File: src/pkg/rxscp_pkg.sv
// Package of constants for the receiver serial control port
package rxscp_pkg;
	localparam int          NUM_LOC      = 16;
	localparam int          DATA_W       = 8;
	localparam int          ADDR_W       = 6;
	localparam int          FRAME_BITS   = 18;
	localparam int          READ_BITS    = 8;
	localparam int          DATA_LSB     = 0;
	localparam int          ADDR_LSB     = 8;
	localparam int          DIR_POS      = 14;
	localparam int          SEL_LSB      = 15;
	localparam logic [2:0]  RX_SELECT    = 3'h7;
	localparam logic        DIR_WRITE    = 1'h1;
	localparam logic [7:0]  LOC_RESET    = 8'h00;
	localparam logic [4:0]  CNT_FRAME    = 5'h12;
	typedef enum logic [1:0] {
		RXSCP_IDLE  = 2'b00,
		RXSCP_SHIFT = 2'b01,
		RXSCP_GAP   = 2'b10,
		RXSCP_OUT   = 2'b11
	} rxscp_state_t;
endpackage : rxscp_pkg

File: src/hw/rxscp_port.sv
// Serial control port with sixteen configuration bytes
module rxscp_port (
	// Clock and resets
	input  wire logic        clock_i,
	input  wire logic        rst_n_i,
	input  wire logic        cfg_reset_i,
	// Serial link from host
	input  wire logic        frame_enable_n_i,
	input  wire logic        serial_clock_i,
	input  wire logic        serial_data_i,
	// Readback to host
	output logic             serial_readback_out_o,
	// Configuration bytes, flattened, byte 0 in low bits
	output logic [127:0]     config_o
);
	// Three-stage synchronisers for the pins
	logic [2:0] en_sync;
	logic [2:0] clk_sync;
	logic [2:0] dat_sync;
	logic       en_lvl;
	logic       clk_lvl;
	logic       dat_lvl;
	always_ff @(posedge clock_i or negedge rst_n_i) begin
		if (!rst_n_i) begin
			en_sync  <= 3'h7;
			clk_sync <= 3'h0;
			dat_sync <= 3'h0;
		end else begin
			en_sync  <= {en_sync[1:0], frame_enable_n_i};
			clk_sync <= {clk_sync[1:0], serial_clock_i};
			dat_sync <= {dat_sync[1:0], serial_data_i};
		end
	end

	// Filtered levels change once stages two and three agree
	always_ff @(posedge clock_i or negedge rst_n_i) begin
		if (!rst_n_i) begin
			en_lvl  <= 1'h1;
			clk_lvl <= 1'h0;
			dat_lvl <= 1'h0;
		end else begin
			if (en_sync[1] == en_sync[2])
				en_lvl <= en_sync[2];
			if (clk_sync[1] == clk_sync[2])
				clk_lvl <= clk_sync[2];
			if (dat_sync[1] == dat_sync[2])
				dat_lvl <= dat_sync[2];
		end
	end

	// Edge detection on filtered levels
	logic en_prev;
	logic clk_prev;
	always_ff @(posedge clock_i or negedge rst_n_i) begin
		if (!rst_n_i) begin
			en_prev  <= 1'h1;
			clk_prev <= 1'h0;
		end else begin
			en_prev  <= en_lvl;
			clk_prev <= clk_lvl;
		end
	end
	wire sclk_rise = clk_lvl & ~clk_prev;
	wire en_fall   = ~en_lvl & en_prev;
	wire en_rise   = en_lvl & ~en_prev;

	// Frame state
	rxscp_pkg::rxscp_state_t state;
	rxscp_pkg::rxscp_state_t next_state;
	logic [17:0] shift_reg;
	logic [4:0]  bit_cnt;
	logic        gap_pulse;
	logic [3:0]  rd_addr;
	logic [7:0]  rd_byte;
	logic [3:0]  out_cnt;
	logic [7:0]  loc [rxscp_pkg::NUM_LOC];

	// A command is acted on only as the enable rises at the end of shifting
	function automatic logic cmd_end(input rxscp_pkg::rxscp_state_t st, input logic rise, input logic ok);
		cmd_end = rise && (st == rxscp_pkg::RXSCP_SHIFT) && ok;
	endfunction : cmd_end

	// Command field decode of the shifted frame
	wire [2:0] cmd_sel  = shift_reg[rxscp_pkg::SEL_LSB +: 3];
	wire       cmd_dir  = shift_reg[rxscp_pkg::DIR_POS];
	wire [5:0] cmd_addr = shift_reg[rxscp_pkg::ADDR_LSB +: rxscp_pkg::ADDR_W];
	wire [7:0] cmd_data = shift_reg[rxscp_pkg::DATA_LSB +: rxscp_pkg::DATA_W];
	wire       cnt_ok   = (bit_cnt == rxscp_pkg::CNT_FRAME);
	wire       sel_ok   = (cmd_sel == rxscp_pkg::RX_SELECT);
	wire       addr_ok  = (cmd_addr[5:4] == 2'h0);
	wire       frame_ok = cnt_ok && sel_ok && addr_ok;
	wire       dir_wr   = (cmd_dir == rxscp_pkg::DIR_WRITE);
	wire       do_write = cmd_end(state, en_rise, frame_ok) && dir_wr;
	wire       do_read  = cmd_end(state, en_rise, frame_ok) && !dir_wr;

	// Phase qualifiers of the sequencer
	wire in_shift    = (state == rxscp_pkg::RXSCP_SHIFT);
	wire in_gap      = (state == rxscp_pkg::RXSCP_GAP);
	wire in_out      = (state == rxscp_pkg::RXSCP_OUT);
	// Without the extra pulse, a fall in the gap opens a fresh command frame
	wire gap_abort   = in_gap && en_fall && !gap_pulse;
	wire gap_to_out  = in_gap && en_fall && gap_pulse;
	wire frame_start = (en_fall && (state == rxscp_pkg::RXSCP_IDLE)) || gap_abort;
	wire shift_bit   = in_shift && !en_lvl && sclk_rise;
	wire out_done    = (out_cnt == 4'(rxscp_pkg::READ_BITS));
	wire out_bit     = in_out && sclk_rise && !out_done;

	// Next state of the frame sequencer
	always_comb begin
		next_state = state;
		case (state)
			rxscp_pkg::RXSCP_IDLE: begin
				if (en_fall)
					next_state = rxscp_pkg::RXSCP_SHIFT;
			end
			rxscp_pkg::RXSCP_SHIFT: begin
				if (do_read)
					next_state = rxscp_pkg::RXSCP_GAP;
				else if (en_rise)
					next_state = rxscp_pkg::RXSCP_IDLE;
			end
			rxscp_pkg::RXSCP_GAP: begin
				if (gap_to_out)
					next_state = rxscp_pkg::RXSCP_OUT;
				else if (gap_abort)
					next_state = rxscp_pkg::RXSCP_SHIFT;
			end
			rxscp_pkg::RXSCP_OUT: begin
				if (en_rise)
					next_state = rxscp_pkg::RXSCP_IDLE;
			end
			default: next_state = rxscp_pkg::RXSCP_IDLE;
		endcase
	end

	// Sequencer state register
	always_ff @(posedge clock_i or negedge rst_n_i) begin
		if (!rst_n_i) begin
			state <= rxscp_pkg::RXSCP_IDLE;
		end else begin
			state <= next_state;
		end
	end

	// Command shift register, LSB first, each bit entering at bit 17 and moving down
	always_ff @(posedge clock_i or negedge rst_n_i) begin
		if (!rst_n_i) begin
			shift_reg <= 18'h00000;
		end else if (shift_bit) begin
			shift_reg <= {dat_lvl, shift_reg[17:1]};
		end
	end

	// Bit counter saturates so a long frame never aliases to eighteen
	always_ff @(posedge clock_i or negedge rst_n_i) begin
		if (!rst_n_i) begin
			bit_cnt <= 5'h00;
		end else if (frame_start) begin
			bit_cnt <= 5'h00;
		end else if (shift_bit && bit_cnt != 5'h1f) begin
			bit_cnt <= bit_cnt + 5'h01;
		end
	end

	// Extra pulse seen in the gap between command and readback
	always_ff @(posedge clock_i or negedge rst_n_i) begin
		if (!rst_n_i) begin
			gap_pulse <= 1'h0;
		end else if (!in_gap) begin
			gap_pulse <= 1'h0;
		end else if (sclk_rise && en_lvl) begin
			gap_pulse <= 1'h1;
		end
	end

	// Configuration store, cleared by either reset
	wire cfg_clr_n = rst_n_i & ~cfg_reset_i;
	always_ff @(posedge clock_i or negedge cfg_clr_n) begin
		if (!cfg_clr_n) begin
			for (int i = 0; i < rxscp_pkg::NUM_LOC; i++)
				loc[i] <= rxscp_pkg::LOC_RESET;
		end else if (do_write) begin
			loc[cmd_addr[3:0]] <= cmd_data;
		end
	end

	// Address of the pending read, held through the gap
	always_ff @(posedge clock_i or negedge rst_n_i) begin
		if (!rst_n_i) begin
			rd_addr <= 4'h0;
		end else if (do_read) begin
			rd_addr <= cmd_addr[3:0];
		end
	end

	// Readback byte latched as the enable falls to open the out phase
	always_ff @(posedge clock_i or negedge rst_n_i) begin
		if (!rst_n_i) begin
			rd_byte <= 8'h00;
		end else if (gap_to_out) begin
			rd_byte <= loc[rd_addr];
		end else if (out_bit) begin
			rd_byte <= {1'h0, rd_byte[7:1]};
		end
	end

	// Count of readback bits already presented
	always_ff @(posedge clock_i or negedge rst_n_i) begin
		if (!rst_n_i) begin
			out_cnt <= 4'h0;
		end else if (gap_to_out) begin
			out_cnt <= 4'h0;
		end else if (out_bit) begin
			out_cnt <= out_cnt + 4'h1;
		end
	end

	// Readback pin, one bit per clock pulse, low outside the out phase
	always_ff @(posedge clock_i or negedge rst_n_i) begin
		if (!rst_n_i) begin
			serial_readback_out_o <= 1'h0;
		end else if (out_bit) begin
			serial_readback_out_o <= rd_byte[0];
		end else if (!in_out) begin
			serial_readback_out_o <= 1'h0;
		end
	end

	// Registered copy of the store for the analog controls
	always_ff @(posedge clock_i or negedge cfg_clr_n) begin
		if (!cfg_clr_n) begin
			config_o <= 128'h0;
		end else begin
			for (int i = 0; i < rxscp_pkg::NUM_LOC; i++)
				config_o[i*8 +: 8] <= loc[i];
		end
	end
endmodule : rxscp_port

File: config.mk
export PLATFORM = sky130hd
export DESIGN_NAME = rxscp_port
export DESIGN_NICKNAME = d
export VERILOG_FILES = /design/src/pkg/rxscp_pkg.sv /design/src/hw/rxscp_port.sv
export SDC_FILE = /design/constraint.sdc
export NUM_CORES = 1
export LEC_CHECK = 0
export ABC_AREA = 1
export BUFFER_PORTS_ARGS = -buffer_cell sky130_fd_sc_hd__clkbuf_2
export CORE_MARGIN = 1
export CORE_UTILIZATION = 54
export DETAILED_ROUTE_END_ITERATION = 12
export PLACE_DENSITY = 0.73
export SLEW_MARGIN = 20
export SYNTH_ARGS = -nofsm -noshare
export SYNTH_HDL_FRONTEND = slang
export SYNTH_SLANG_ARGS = --single-unit
File: constraint.sdc
create_clock -name clock_i -period 28.9 [get_ports clock_i]
set_input_delay 8.67 -clock clock_i [delete_from_list [all_inputs] [get_ports clock_i]]
set_output_delay 8.67 -clock clock_i [all_outputs]
set_load 0.02 [all_outputs]
**Word-level counts from Yosys, hierarchy flattened**

Index checks and enable logic that the tools add are counted.

- Bits in registers: 313
- Input bits: 6
- Output and inout bits: 129

- Add/subtract/negate cells: 2
- Magnitude comparators: 3
- Equality and inequality tests: 14
- Multiplexer cells: 22
- Bitwise gates (word level): 10
- Reductions and logical operators: 27

Operator list:

| operator | number |
|---|---|
| 128-bit bitwise mux | 1 |
| 8-bit 2-to-1 mux | 5 |
| 8-bit binary-select mux with 4-bit select | 1 |
| 8-bit demux with 4-bit select | 1 |
| 1-bit logical AND | 17 |
| 5-bit greater-or-equal comparator (second input constant) | 2 |
| 2-bit 2-to-1 mux | 5 |
| 5-bit 2-to-1 mux | 2 |
| 4-bit inverter with 5-bit output | 2 |
| 4-bit 2-to-1 mux | 2 |
| 2-bit one-hot mux with 4 select lines | 1 |
| 5-bit by 1-bit adder with 5-bit output (second input constant) | 1 |
| 5-bit == test (second input constant) | 1 |
| 5-bit by 1-bit less-than comparator with 1-bit output (second input constant) | 1 |
| 5-bit inequality test (second input constant) | 1 |
| 4-bit by 1-bit adder with 4-bit output (second input constant) | 1 |
| 1-bit AND | 4 |
| 2-bit == test (second input constant) | 2 |
| 4-bit == test (second input constant) | 1 |
| 1-bit zero test | 4 |
| 2-bit zero test | 2 |
| 1-bit 2-to-1 mux | 4 |
| 2-bit by 1-bit inequality test with 1-bit output (second input constant) | 2 |
| 1-bit inverter | 4 |
| 8 further kinds | 11 |

**Depth between registers and ports, before layout**

- Depth in word-level cells: 7
- Mapped depth: 10

**Worst setup path before layout**

No wires, ideal clock.

- Path type: reg-to-output
- Start point: reg serial_readback_out_o
- End point: out serial_readback_out_o
- Arrival time: 0.425 ns
- Data required time: 20.230 ns
- Path slack: 19.805 ns
- Stages on the path, launching flop included: 1
- Path buffers: 0
- Cell sequence: dfrtp_1

RTL lines:

| element | RTL line | text |
|---|---|---|
| start, declared | rxscp_port.sv:12 | `output logic serial_readback_out_o,` |
| start signal, assigned | rxscp_port.sv:223 | `serial_readback_out_o <= rd_byte[0];` |

No word-level cell between the ends.

==> results.txt <==
----------------------------------------------------
[Outcome]
  Outcome ... finished, final reports clean

[Die]
  Total Die Area ... around 0.023 mm^2
  Count of boundary I/O pins ... ~140
  Die extent in x ... roughly 150 um
  Effective utilization at floorplan ... around 56%
  Core Area ... 0.0221 mm^2
  Die height ... 153 um
  Number of placement rows ... 54

[Setup path]
  Worst-case reg-to-reg path depth ... 10
  Startpoint-to-endpoint class of the critical path ... input port to asynchronous set/reset pin
  Slowest cell on the critical path ... sky130_fd_sc_hd__buf_6
  Launching element type of the critical path ... input port
  Critical path peak fanout ... between 150 and 200
  Worst stage delay on the critical path ... between 600 and 700 ps
  CP cell instances ... clkbuf_2, buf_4, inv_1, nor2_4, buf_12, buf_6
  Worst path required time ... around 30000 ps
  Kind of end point of the critical path ... asynchronous set/reset pin
  Timing startpoint of the critical path ... rst_n_i
  Start of the worst register-to-register path ... bit_cnt[0]
  Arrival time at the worst endpoint ... around 11000 ps

[Clock network]
  Root cell of the clock tree ... sky130_fd_sc_hd__clkbuf_16
  Post-CTS repair timing setup buffer count ... 0
  H-tree lvl count ... 1
  TritonCTS clock tree ... yes
  Hold buffers post-CTS ... 0
  Resize count post-CTS ... 0
  Number of buffers created by CTS ... 31
  Clk slew on worst S/H paths ... around 60 ps
  Clock Sinks ... 313
  Buffers from clock root to sink, at most ... 3
  Worst-Skew Late Latency ... between 500 and 600 ps

[Timing]
  Number of setup violations in the final report ... 0
  Fin Clk Skew ... around 14 ps
  Worst rel slew slack ... between 20% and 30%
  Slew @ Worst Pin ... around 1100 ps
  Hold violation count in the final report ... 0
  Final Max Tran Viols ... 0
  Shortest period the worst path allows ... slightly above 10000 ps
  Accumulated negative setup slack ... 0 ps
  Top achievable clock speed ... 0.0964 GHz
  Final period util ... a little over a third
  Setup repair after global routing missed its margin ... false

[Global route]
  Met3 GRT Util ... about 3.4%
  Wire length of the first global-routing pass ... roughly 48000 um
  Number of global-route vias before repair ... 8893
  Total congestion overflow ... 0
  Met2 layer usage reported by global route ... between 30% and 40%
  Number of antenna violations at the first check in global routing ... 0
  Busiest layer in global routing ... met2
  Global-route track usage on met1 ... roughly 38%
  Maximum number of pins on one net before global-route repair ... 172
  Overall fraction of global-route tracks in use ... approximately 26%

[Logic synthesis]
  Sequential share of the synthesized area ... a little under two thirds
  Number of standard cells after synthesis ... about 1400
  Post-synthesis area per instance ... a little over 9 um^2
  Total nets after synthesis ... approximately 1400
  Count of flip-flops with a built-in enable after synthesis ... 0
  Async SR Flop Fraction ... between 90% and 100%
  YS warnings ... 0
  Post-synth top area share ... between 60% and 70%
  Netlist cell types ... 25
  Area contributors post-synth ... sky130_fd_sc_hd__dfrtp_1 (63%), sky130_fd_sc_hd__nand2_1 (16%), sky130_fd_sc_hd__nand3_1 (9.5%), sky130_fd_sc_hd__inv_1 (4.2%), sky130_fd_sc_hd__dfstp_2 (1.1%)
  Cell taking the most area after synthesis ... sky130_fd_sc_hd__dfrtp_1
  Top_reg_cell synth ... sky130_fd_sc_hd__dfrtp_1
  Flops & latches, synth ... around 310
  Area of the mapped netlist ... approximately 0.012 mm^2

[Finish]
  Filler-free cell count of the finished design ... ~1800
  Ratio of cells with drive above 1 in the final layout ... between 10% and 20%
  Final layout net count ... approximately 1500
  Most common cell after layout, fill and taps aside ... sky130_fd_sc_hd__nand2_1
  Synthesis-to-finish area growth ... 16.1%
  Fraction of the core area covered by cells at the end of the flow ... between 60% and 70%
  Diodes inserted ... 0
  Top library cells by usage in the layout, fill and taps aside ... sky130_fd_sc_hd__nand2_1 (522), sky130_fd_sc_hd__dfrtp_1 (307), sky130_fd_sc_hd__nand3_1 (233), sky130_fd_sc_hd__inv_1 (137), sky130_fd_sc_hd__clkbuf_2 (134)

[Placement]
  Placed Instances ... ~1700
  Count of input and output buffers ... 134
  Weighted congestion at the end of routability-driven global placement ... ~0.93
  Placed wire-length estimate after detailed placement ... between 15000 and 20000 um

[Hold path]
  Cell count of the worst hold path ... 0
  Hold Path Class ... flop to flop
  Origin of the worst min-delay path ... clk_sync[0]

[Routing]
  Pre-antenna DRT Iters ... 5
  Initial drt markers ... between 900 and 1000
  DRC violations left ... 0
  Wirelength per Cell ... 16.5 um
  Number of routed nets with antenna violations ... 0
  Routed vias ... between 9000 and 10000
  Wire length reported by the detailed router ... 29300 um
  Vias per inst ... 5.34

[Pwr]
  Leakage power ... between 7 and 8 nW
  Areal power density over the cells ... between 60 and 70 mW/mm^2
  VDD IR-drop max ... approximately 56 uV

[Job]
  Max cap viols ... 0

----------------------------------------------------
-- report_power, final --
part | switching [mW] | leakage [nW] | internal [mW]
Combinational | 0.0150 | 2.90 | 0.00399
Sequential | 0.00399 | 4.29 | 0.444
Clock | 0.170 | 0.565 | 0.280
-- layout make-up --
type / count / area, um^2
flip-flops and latches: 313 / 7840
inverters: 140 / 527
fillers: 1789 / 7810
repair buffers: 141 / 739
well taps: 280 / 350
multi-input cells: 847 / 3650
clock buffers: 36 / 835
clock inverters: 22 / 344
-- cell usage after synthesis (2+ instances only) --
cell                       number
sky130_fd_sc_hd__buf_6          8
sky130_fd_sc_hd__dfrtp_1      308
sky130_fd_sc_hd__clkbuf_1      27
sky130_fd_sc_hd__inv_1        137
sky130_fd_sc_hd__clkinv_1       2
sky130_fd_sc_hd__nor2_1        27
sky130_fd_sc_hd__o21ai_0       26
sky130_fd_sc_hd__nand3_1      233
sky130_fd_sc_hd__buf_2         12
sky130_fd_sc_hd__a21oi_1        5
sky130_fd_sc_hd__nand2_1      522
sky130_fd_sc_hd__o21a_1         2
sky130_fd_sc_hd__nand2_2       16
sky130_fd_sc_hd__dfstp_2        5
sky130_fd_sc_hd__buf_1         10
sky130_fd_sc_hd__ha_1           5
sky130_fd_sc_hd__maj3_1         3
sky130_fd_sc_hd__nor3_1         2
sky130_fd_sc_hd__nand4_1        2
-- logic make-up after synthesis --
family / count (synthesis) / share of synthesized area [%]
AO/OA/AOI/OAI: 35 / 1.49
buffers and inverters: 198 / 6.68
adder cells (fa/ha/maj): 8 / 0.753
AND/OR/NAND/NOR: 804 / 27.4
flip-flops: 313 / 63.7
-- per-layer routing --
| layer | up-vias | share of wire, % |
|---|---|---|
| met3 | 76 | 7.1 |
| met5 | - | 0 |
| met2 | 413 | 46 |
| met4 | 0 | 3.0 |
| met1 | 4550 | 44 |
| li1 | 4457 | - |
-- stage by stage --
step	total power, mW	area [um^2]	hold slack (ps)	setup slack [ps]
after floorplan	0.469	12300	331	4750
after global placement	0.475	13100	332	17460
after detailed placement	0.476	13100	336	17430
after CTS	0.924	14300	350	18020
after global routing	0.945	14300	359	18070
final	0.917	14300	346	18530
-- final timing paths --
check                      slack (ps)                     to
max in group clock_i            19120  serial_readback_out_o
max                             18530           config_o[61]
min in group asynchronous        8250           shift_reg[2]
min                               350            clk_sync[1]
max reg2reg                     26360                loc[52]
min reg2reg                       350            clk_sync[1]
-- critical path: cells and delay by family --
kind	cells	cell delay, ps
AND/OR/NAND/NOR	1	140
buffers and inverters	5	2030
Note: power is estimated with default switching activity, not from simulation.
